File: src/hw/bp_consts.svh
// constants for the card backplane: instruction bus codes, widths, timing
// assumes inclusion by bare name from package and design modules
//
// What this block does
// data values travel on 28-bit binary bus
// 4-bit bus carries decimal point position
// 4-bit bus carries error flags
// binary_data_valid qualifies data, point, flags
// 8-bit instruction bus with valid, complete lines
// instruction is 4-bit address plus command
// each card owns a unique address
// fixed addresses for interface, compensation, multiplier
// command code meaning fixed system-wide
// cards watch bus, act only on theirs
// instruction itself implies talker and listener
// counter drives data and valid on 2
// host card captures data, requests service on error
// multiplier scales data by corrected wavelength
// four dedicated lines with fixed meanings
// system reset returns all cards to start
// sample command latches displacement on all axes
// counters drive quarter or eighth-wave mode
// comparator drives destination-reached status
// host asserts instruction_valid, refuses new meanwhile
// busy listener stalls transfer until conversion done
// instruction held until operation_complete given
`ifndef BP_CONSTS_SVH
`define BP_CONSTS_SVH

`define BP_DATA_W 28
`define BP_DP_W 4
`define BP_ERR_W 4
`define BP_INS_W 8
// address field is the upper nibble, command the lower
`define BP_ADDR_HI 7
`define BP_ADDR_LO 4
`define BP_CMD_HI 3
`define BP_CMD_LO 0
// card addresses on the 4-bit address field
`define BP_ADDR_HOSTIF 4'h0
`define BP_ADDR_COMP 4'hE
`define BP_ADDR_MULT 4'hD
`define BP_ADDR_X 4'h1
`define BP_ADDR_Y 4'h2
`define BP_ADDR_Z 4'h3
`define BP_ADDR_A 4'h4
`define BP_ADDR_B 4'h5
`define BP_ADDR_C 4'h6
// command codes
`define BP_CMD_OUTPUT 4'h2
`define BP_CMD_CONVERT 4'h3
// conversion time of host card in cycles
`define BP_CONV_CYC 9
// system reset pulse length in cycles
`define BP_RST_CYC 4

`endif

File: src/hw/bp_pkg.sv
// types shared by both backplane ends
// assumes bp_consts.svh on the include path
`include "bp_consts.svh"
package bp_pkg;
  typedef logic [`BP_DATA_W-1:0] data_t;
  typedef logic [`BP_DP_W-1:0] dp_t;
  typedef logic [`BP_ERR_W-1:0] err_t;
  typedef logic [`BP_INS_W-1:0] ins_t;
endpackage

File: src/hw/bp_if.sv
// backplane carrier joining a host interface card and an axis counter card
// assumes one system clock shared by both cards
`timescale 1ns/1ps
`include "bp_consts.svh"
interface bp_if;
  logic [`BP_DATA_W-1:0] data;
  logic [`BP_DP_W-1:0] dp;
  logic [`BP_ERR_W-1:0] err;
  logic binary_data_valid;
  logic [`BP_INS_W-1:0] ins;
  logic instruction_valid;
  logic operation_complete;
  logic sys_reset;
  logic sync_sample;
  logic lambda_mode;
  logic sys_null;
  logic stall;
  modport host (
    input data, dp, err, binary_data_valid, operation_complete,
    input lambda_mode, sys_null,
    output ins, instruction_valid, sys_reset, sync_sample, stall
  );
  modport axis (
    output data, dp, err, binary_data_valid, operation_complete,
    output lambda_mode, sys_null,
    input ins, instruction_valid, sys_reset, sync_sample, stall
  );
endinterface

File: src/hw/bp_host_card.sv
// host interface card end: issues instructions, captures axis output
// assumes user side offers one instruction at a time with a valid strobe
`timescale 1ns/1ps
`include "bp_consts.svh"
module bp_host_card #(
  parameter int CONV_CYC = `BP_CONV_CYC,
  parameter logic [27:0] WAVELEN = 28'h0000001
) (
  input wire logic i_clk_sys,
  input wire logic i_rstn,
  bp_if.host bp,
  input wire logic [3:0] i_cmd,
  input wire logic [3:0] i_addr,
  input wire logic i_ins_valid,
  output logic o_ins_ready,
  input wire logic i_sys_reset,
  input wire logic i_sync_sample,
  output logic [`BP_DATA_W-1:0] o_data,
  output logic [`BP_DP_W-1:0] o_dp,
  output logic [`BP_ERR_W-1:0] o_err,
  output logic [55:0] o_product,
  output logic o_srq,
  output logic o_busy
);
  typedef enum logic [2:0] {
    S_IDLE = 3'b001,
    S_ISSUE = 3'b010,
    S_RESET = 3'b100
  } hst_e;
  typedef struct packed {
    hst_e state;
    bp_pkg::ins_t ins;
    logic ins_on;
    logic rst;
    logic [2:0] rcnt;
    logic samp;
    logic [3:0] conv;
    bp_pkg::data_t data;
    bp_pkg::dp_t dp;
    bp_pkg::err_t err;
    logic [55:0] prod;
    logic srq;
    logic rdy;
    logic stall;
  } st_s;
  st_s st_reg;
  st_s st_next;
  // ===========================================
  // next state
  always_comb
  begin
    st_next = st_reg;
    st_next.samp = i_sync_sample;
    if (st_reg.conv != 4'h0)
      st_next.conv = st_reg.conv - 4'h1;
    // capture whatever axis talks
    if (st_reg.ins_on && bp.binary_data_valid &&
        st_reg.ins[`BP_CMD_HI:`BP_CMD_LO] == `BP_CMD_OUTPUT)
    begin
      st_next.data = bp.data;
      st_next.dp = bp.dp;
      st_next.err = bp.err;
      st_next.prod = 56'(bp.data) * 56'(WAVELEN);
      if (bp.err != '0)
        st_next.srq = 1'b1;
    end
    case (st_reg.state)
      S_IDLE:
      begin
        if (i_sys_reset)
        begin
          st_next.state = S_RESET;
          st_next.rst = 1'b1;
          st_next.rcnt = 3'h0;
          st_next.rdy = 1'b0;
        end
        else if (i_ins_valid && st_reg.rdy)
        begin
          st_next.ins = {i_addr, i_cmd};
          st_next.ins_on = 1'b1;
          st_next.rdy = 1'b0;
          st_next.state = S_ISSUE;
          if (i_cmd == `BP_CMD_CONVERT && i_addr == `BP_ADDR_HOSTIF)
            st_next.conv = 4'(CONV_CYC);
        end
      end
      S_ISSUE:
      begin
        // hold until complete, or convert done for own command
        if (bp.operation_complete ||
            (st_reg.ins[`BP_ADDR_HI:`BP_ADDR_LO] == `BP_ADDR_HOSTIF &&
             st_reg.conv == 4'h0))
        begin
          st_next.ins_on = 1'b0;
          st_next.rdy = 1'b1;
          st_next.state = S_IDLE;
        end
      end
      S_RESET:
      begin
        st_next.rcnt = st_reg.rcnt + 3'h1;
        if (st_reg.rcnt == 3'(`BP_RST_CYC - 1))
        begin
          st_next = '0;
          st_next.state = S_IDLE;
          st_next.rdy = 1'b1;
        end
      end
      default:
        st_next.state = S_IDLE;
    endcase
    // stall is a flop so the backplane sees no decode glitch
    st_next.stall = (st_next.conv != 4'h0);
  end
  // ===========================================
  // state register; reset leaves the system reset pulse running
  always_ff @(posedge i_clk_sys or negedge i_rstn)
  begin
    if (!i_rstn)
    begin
      st_reg <= '0;
      st_reg.state <= S_RESET;
      st_reg.rst <= 1'b1;
    end
    else
      st_reg <= st_next;
  end
  // every backplane and user output comes straight from a flop
  assign bp.ins = st_reg.ins;
  assign bp.instruction_valid = st_reg.ins_on;
  assign bp.sys_reset = st_reg.rst;
  assign bp.sync_sample = st_reg.samp;
  assign bp.stall = st_reg.stall;
  assign o_ins_ready = st_reg.rdy;
  assign o_data = st_reg.data;
  assign o_dp = st_reg.dp;
  assign o_err = st_reg.err;
  assign o_product = st_reg.prod;
  assign o_srq = st_reg.srq;
  assign o_busy = st_reg.ins_on;
endmodule

File: src/flat_wrapper.sv
// flat-port wrapper written by rule: the top's interface ports become plain ports
module bp_host_card_flat 
#(
  parameter int CONV_CYC = `BP_CONV_CYC,
  parameter logic [27:0] WAVELEN = 28'h0000001
)
  (i_clk_sys, i_rstn, i_cmd, i_addr, i_ins_valid, o_ins_ready, i_sys_reset, i_sync_sample, o_data, o_dp, o_err, o_product, o_srq, o_busy, bp_data, bp_dp, bp_err, bp_binary_data_valid, bp_operation_complete, bp_lambda_mode, bp_sys_null, bp_ins, bp_instruction_valid, bp_sys_reset, bp_sync_sample, bp_stall);
  bp_if bp_i ();
  input wire logic i_clk_sys;
  input wire logic i_rstn;
  input wire logic [3:0] i_cmd;
  input wire logic [3:0] i_addr;
  input wire logic i_ins_valid;
  output logic o_ins_ready;
  input wire logic i_sys_reset;
  input wire logic i_sync_sample;
  output logic [`BP_DATA_W-1:0] o_data;
  output logic [`BP_DP_W-1:0] o_dp;
  output logic [`BP_ERR_W-1:0] o_err;
  output logic [55:0] o_product;
  output logic o_srq;
  output logic o_busy;
  input wire logic [$bits(bp_i.data)-1:0] bp_data;
  input wire logic [$bits(bp_i.dp)-1:0] bp_dp;
  input wire logic [$bits(bp_i.err)-1:0] bp_err;
  input wire logic [$bits(bp_i.binary_data_valid)-1:0] bp_binary_data_valid;
  input wire logic [$bits(bp_i.operation_complete)-1:0] bp_operation_complete;
  input wire logic [$bits(bp_i.lambda_mode)-1:0] bp_lambda_mode;
  input wire logic [$bits(bp_i.sys_null)-1:0] bp_sys_null;
  output wire logic [$bits(bp_i.ins)-1:0] bp_ins;
  output wire logic [$bits(bp_i.instruction_valid)-1:0] bp_instruction_valid;
  output wire logic [$bits(bp_i.sys_reset)-1:0] bp_sys_reset;
  output wire logic [$bits(bp_i.sync_sample)-1:0] bp_sync_sample;
  output wire logic [$bits(bp_i.stall)-1:0] bp_stall;
  assign bp_i.data = bp_data;
  assign bp_i.dp = bp_dp;
  assign bp_i.err = bp_err;
  assign bp_i.binary_data_valid = bp_binary_data_valid;
  assign bp_i.operation_complete = bp_operation_complete;
  assign bp_i.lambda_mode = bp_lambda_mode;
  assign bp_i.sys_null = bp_sys_null;
  assign bp_ins = bp_i.ins;
  assign bp_instruction_valid = bp_i.instruction_valid;
  assign bp_sys_reset = bp_i.sys_reset;
  assign bp_sync_sample = bp_i.sync_sample;
  assign bp_stall = bp_i.stall;
  bp_host_card #(.CONV_CYC(CONV_CYC), .WAVELEN(WAVELEN)) u_core (.i_clk_sys(i_clk_sys), .i_rstn(i_rstn), .bp(bp_i), .i_cmd(i_cmd), .i_addr(i_addr), .i_ins_valid(i_ins_valid), .o_ins_ready(o_ins_ready), .i_sys_reset(i_sys_reset), .i_sync_sample(i_sync_sample), .o_data(o_data), .o_dp(o_dp), .o_err(o_err), .o_product(o_product), .o_srq(o_srq), .o_busy(o_busy));
endmodule
File: config.mk
export PLATFORM = sky130hd
export DESIGN_NAME = bp_host_card_flat
export DESIGN_NICKNAME = d
export VERILOG_FILES = /design/src/hw/bp_pkg.sv /design/src/hw/bp_if.sv /design/src/hw/bp_host_card.sv /design/src/flat_wrapper.sv
export VERILOG_INCLUDE_DIRS = /design/src /design/src/hw
export SDC_FILE = /design/constraint.sdc
export NUM_CORES = 1
export LEC_CHECK = 0
export BUFFER_PORTS_ARGS = -buffer_cell sky130_fd_sc_hd__buf_2
export CORE_MARGIN = 8
export CORE_UTILIZATION = 45
export DETAILED_ROUTE_END_ITERATION = 10
export PLACE_DENSITY_LB_ADDON = 0.3
export SETUP_SLACK_MARGIN = 0.02
export SLEW_MARGIN = 20
export SYNTH_ARGS = -nofsm -noshare
export SYNTH_HDL_FRONTEND = slang
export SYNTH_SLANG_ARGS = --single-unit
File: constraint.sdc
create_clock -name i_clk_sys -period 2.59 [get_ports i_clk_sys]
set_clock_uncertainty 0.05 [all_clocks]
set_input_delay 0.259 -clock i_clk_sys [delete_from_list [all_inputs] [get_ports i_clk_sys]]
set_output_delay 0.259 -clock i_clk_sys [all_outputs]
set_load 0.05 [all_outputs]
==> flow_summary.toml, run 1 <==
[layout]
multi_input_area_sq_um = 1364
largest_reg_flops = 56
seqCellArea_sq_um = 2905
drive_gt1_share_pct = 33.17
final_util_pct = 52.33
final_cells = 743
antenna_cells = 0
area_delta_synth_final_pct = 14.12
n_fill_cell = 1060
nNetsFinal = 642

[floorplanning]
die_h_microns = 123.4
rows = 39
core_sq_um = 11320
start_util_pct = 45.86
die-area_sq_um = 15230
ioPinCount = 160
die_x_microns = 123.4

[logic_synthesis]
yosysWarnings = 0
yosysTopAreaCellShare_pct = 54.95
synth_fp_nets = 580
synth-async-reset-ratio_pct = 100.0
syn_inst = 525
synth_cell_types = 34
yosys.area.top_type = "dfrtp_1"
postSynthAreaPerCell_sq_um = 9.888
syn-cell-area_sq_um = 5191
ys.flop_type = "dfrtp_1"
yosys-top-cells-count = "dfrtp_1 (114), nand2_1 (106), buf_4 (104)"
synthMostInstantiatedCell = "dfrtp_1"
synthTopCellsByArea = "dfrtp_1 (55%), buf_4 (15%), nand2_1 (7.7%), a21oi_1 (6.9%), and2_1 (3.4%)"
ys_ff_latch = 116
ys_seq_area_share_pct = 55.97
synth_edf_count = 0

[clock_tree]
cts_max_level = 4
cts_sinks = 116
clk_root_buffer_cell = "clkbuf_16"
cts_tree = "built"
clock_tree.buffer_depth = 2
clk_latency_ps = 400
cts_setup_buffers = 0
clk_pin_slew_worst_paths_ps = 50
cts_made_buffers = 17

[timing]
setup_tns_ps = 0
fin_crit_sh_pct = 79.46
fmax_mhz = 485.9
tightest_slew_ps = 818.3
slew_violations = 0
max_slew_margin_pct = 45.45
finalHoldViolCount = 0
worst_slack_ps = 532.0
setup_violations = 0
period_needed_ps = 2058
rsz0062_at_grt = "false"

[global_route]
antenna_found_initial = 0
grt_usage_pct = 15.45
grt-ovfl-total = 0
grt_pass1_vias = 3704
grt_max_degree = 65
grt_pass1_wl_microns = 18410

[drt]
drt_iter0_drc = 320
drc = 0
routed_wl_microns = 11690
wl_per_cell_microns = 15.73
drt_pass1_iterations = 5
final_antenna_net_count = 0
viasPerCell = 4.952
dr_total_vias = 3679

[critical_path]
crit_slowest_cell = "or3b_1"
critPathKind = "reg -> reg"
worstPathBufferInverterCount = 1
crit_family = "simple AND/OR/NAND/NOR gates"
critical_path_required_ps = 2800
worstPathMaxFanout = 42
cp_cell_sequence = "or3b_1 -> nor2_4 -> buf_4 -> a21oi_1"
critPathCaptureType = "flip-flop"
worstSetupStartpointType = "flip-flop"
cp_data_arrival_time_ps = 2260
max_stage_delay_ps = 600

[power]
p_leak_nw = 3.157
intPower_mw = 4.733
p_comb_share_pct = 43.3
swShare_pct = 46.06
p_switching_mw = 4.042
powerDensity_nw_per_um2 = 1481
seq_power_share_pct = 32.1
clkPwrFrac_pct = 24.5
peakVddDrop_uv = 845.3

[flow_run]
maxCapViolCount = 0

[place]
post-place-ws_ps = 540.6
dp.cells = 710
globalplace.congestion = 0.8248
io_buffers = 157
dpl.hpwl_microns = 8270

[status]
status = "finished clean"

[min_path]
hp-class = "in -> reg"
==> worst paths after layout <==
check,start,to,slack (ps),cells past startpoint
min in group asynchronous,i_rstn,u_core.o_product[15],440,2
setup / recovery,u_core.st_reg[115],u_core.o_data[17],530,4
hold reg to reg,u_core.bp.sys_reset,u_core.bp.sys_reset,410,2
setup reg to reg,u_core.st_reg[115],u_core.o_data[17],530,4
max in group asynchronous,i_rstn,u_core.bp.sys_reset,1280,3
hold / removal,i_sys_reset,u_core.st_reg[102],30,2
==> power by group through the flow <==
stage               Sequential [mW]  Clock (mW)  Combinational, mW
floorplan                      2.85           0               3.66
global placement               2.81           0               3.77
detailed placement             2.85           0               3.84
CTS                            2.83        2.22               3.85
global route                   2.92        2.31               4.03
finish                         2.82        2.15               3.80
==> cell type report <==
class,instances,share of cell area (%)
multi-input combinational,273,23.02
inverter,12,0.7603
sequential,116,49.04
timing repair buffer,167,14.83
clock buffer,27,8.490
clock inverter,5,0.8448
tap,143,3.020
==> logic make-up after synthesis <==
family	Yosys count	share of synthesized area [%]
simple gates	177	16.37
buf+inv	136	17.86
flops	116	55.97
compound gates	92	8.990
xor+xnor	2	0.3375
fa+ha+maj	2	0.4820
==> layer usage <==
layer  vias up  track usage (%)  wire [microns]
met4         0            4.891             159
li1       1734                -               -
met2       148            24.57            5644
met5         -                0               0
met3        12            5.753             974
met1      1785            19.16            4912
==> metrics by stage <==
step	hold slack [ps]	instance area, sq um	power (mW)
floorplan	-86.59	5191	6.508
global placement	340.5	5361	6.587
detailed placement	362.6	5361	6.689
CTS	10.34	5924	8.891
global route	29.79	5924	9.256
finish	30.21	5924	8.775
==> worst reg2reg max path, delay by kind of cell, from the launching register on <==
kind            cells  cell delay (ps)
simple gates        2              800
flops               1              560
buf+inv             1              400
compound gates      1              110
==> placed cells by master, fill, tap and decap left out, types with 3 or more instances in the layout <==
| cell | netlist | routed |
|---|---|---|
| buf_2 | 9 | 156 |
| dfrtp_1 | 114 | 114 |
| nand2_1 | 106 | 106 |
| a21oi_1 | 72 | 72 |
| and2_1 | 28 | 28 |
| clkbuf_16 | 0 | 17 |
| o21ai_0 | 14 | 14 |
| inv_1 | 12 | 12 |
| nand4_1 | 10 | 10 |
| buf_4 | 104 | 9 |
| nor2_1 | 7 | 7 |
| clkbuf_1 | 8 | 6 |
| nor2b_1 | 4 | 4 |
| nand3_1 | 5 | 4 |
| clkbuf_8 | 0 | 4 |
| clkinv_2 | 0 | 4 |
| nor4b_1 | 3 | 3 |
| a31oi_1 | 3 | 3 |
==> repair_timing <==
action / CTS / global route
hold buffers: 1 / 0
hold endpoints to repair: 60 / 0
gates resized for setup: 0 / 0
(Power assumes the default switching activity.)
==> run 2, diff against run 1 <==
==> constraint.sdc (replaced) <==
create_clock -name i_clk_sys -period 1.9 [get_ports i_clk_sys]
set_clock_uncertainty 0.05 [all_clocks]
set_input_delay 0.19 -clock i_clk_sys [delete_from_list [all_inputs] [get_ports i_clk_sys]]
set_output_delay 0.19 -clock i_clk_sys [all_outputs]
set_load 0.05 [all_outputs]
==> flow_summary.toml, run 2 (same netlist as run 1, synthesis figures left out) <==
[power]
peakVddDrop_uv = 1081
powerDensity_nw_per_um2 = 1943
p_leak_nw = 3.352

[critical_path]
crit_slowest_cell = "dfstp_2"
cp_cell_sequence = "or3b_1 -> nor2_4 -> buf_4 -> a21oi_1"
critPathCaptureType = "flip-flop"
max_stage_delay_ps = 550
cp_data_arrival_time_ps = 2010
critical_path_required_ps = 2120
critPathKind = "reg -> reg"
worstSetupStartpointType = "flip-flop"
worstPathMaxFanout = 26

[layout]
antenna_cells = 0
final_cell_mix = "buf_2 (156), dfrtp_1 (114), nand2_1 (106)"
final_util_pct = 56.44
area_delta_synth_final_pct = 23.09
drive_gt1_share_pct = 32.97
nNetsFinal = 679
n_fill_cell = 1017
largest_reg_flops = 56
mostFrequentLayoutCell = "buf_2"

[clock_tree]
clock_tree.buffer_depth = 2
cts_setup_buffers = 0
clk_pin_slew_worst_paths_ps = 50
cts_made_buffers = 17
cts_sinks = 116
clk_latency_ps = 400
cts_max_level = 4
cts_tree = "built"
clk_root_buffer_cell = "clkbuf_16"

[drt]
viasPerCell = 4.762
drc = 0
routed_wl_microns = 11940
drt_iter0_drc = 211
drt_pass1_iterations = 6
wl_per_cell_microns = 15.31
final_antenna_net_count = 0
dr_total_vias = 3714

[floorplanning]
core_sq_um = 11320
start_util_pct = 45.86
ioPinCount = 160
die-area_sq_um = 15230
die_x_microns = 123.4
rows = 39
die_h_microns = 123.4

[timing]
slew_violations = 0
setup_violations = 0
timing.hold.ws_ps = 17.14
finalHoldViolCount = 0
worst_slack_ps = 106.6
max_slew_margin_pct = 60.19
rsz0062_at_grt = "false"
tightest_slew_ps = 597.1
period_needed_ps = 1793
fin_crit_sh_pct = 94.39
fmax_mhz = 557.6
setup_tns_ps = 0

[flow_run]
maxCapViolCount = 0

[global_route]
grt_pass1_vias = 3815
grt-ovfl-total = 0
grt_max_degree = 117
grt_pass1_wl_microns = 19050
antenna_found_initial = 0
grt_usage_pct = 15.96

[place]
io_buffers = 157
globalplace.congestion = 0.8120
dpl.hpwl_microns = 8003
post-place-ws_ps = 48.01

[min_path]
hp-class = "in -> reg"

[status]
status = "finished clean"
==> run 2: changes by cell type in the layout (fill, tap and decap cells not counted), moves of 2 or more <==
cell / delta
buf_12: +3
buf_4: +2
bufinv_16: +2
clkbuf_1: -4
clkinvlp_4: +2
dlygate4sd3_1: +32
==> run 2: cell type report <==
class	instances	area [sq um]	share of cell area, %
clock inverters	9	125.1	1.958
multi-input cells	273	1374	21.50
well taps	143	178.9	2.800
clock buffers	23	488.0	7.637
repair buffers	204	1274	19.93
flip-flops and latches	116	2905	45.47
inverters	12	45.04	0.7049
==> run 2: repair_timing <==
item	in CTS	in global routing
hold buffers	33	0
gates resized for setup	0	3
hold endpoints to repair	163	0
setup endpoints to repair	0	32
==> run 2: per-stage QoR <==
| step | cell area (sq um) | cells | power, mW |
|---|---|---|---|
| after global placement | 5436 | 715 | 9.051 |
| final | 6390 | 780 | 12.42 |
| after floorplan | 5191 | 525 | 8.872 |
| after CTS | 6380 | 780 | 12.53 |
| after global routing | 6390 | 780 | 13.08 |
| after detailed placement | 5436 | 715 | 9.169 |
==> run 2: path summary, 6_finish.rpt <==
path                                          start              endpoint  slack (ps)  depth (start not counted)
worst max-delay path             u_core.st_reg[115]   u_core.o_product[8]         110                          4
worst min-delay path                     bp_data[7]      u_core.o_data[7]          20                          3
worst max register to register   u_core.st_reg[115]   u_core.o_product[8]         110                          4
worst min register to register  u_core.bp.sys_reset   u_core.bp.sys_reset         410                          2
max in group asynchronous                    i_rstn  u_core.o_product[43]         990                          3
min in group asynchronous                    i_rstn     u_core.o_data[15]         380                          3
==> run 2: power by group <==
part,switching (mW),internal (mW)
sequential,0.511,3.34
combinational,4.03,1.28
clock,1.06,2.19
total,5.60,6.81
==> run 2: worst max-delay path: cells and delay by family, from the launching register on <==
family | cells | cell delay [ps]
compound gates | 1 | 90
buf+inv | 1 | 300
flops | 1 | 550
simple gates | 2 | 650
==> run 2: per-layer routing <==
layer	share of wire [%]	wire, microns	track usage [%]
met5	0	0	0
met1	43	5184	19.78
met2	48	5740	25.55
met3	7.4	886	5.753
met4	1.1	126	5.041
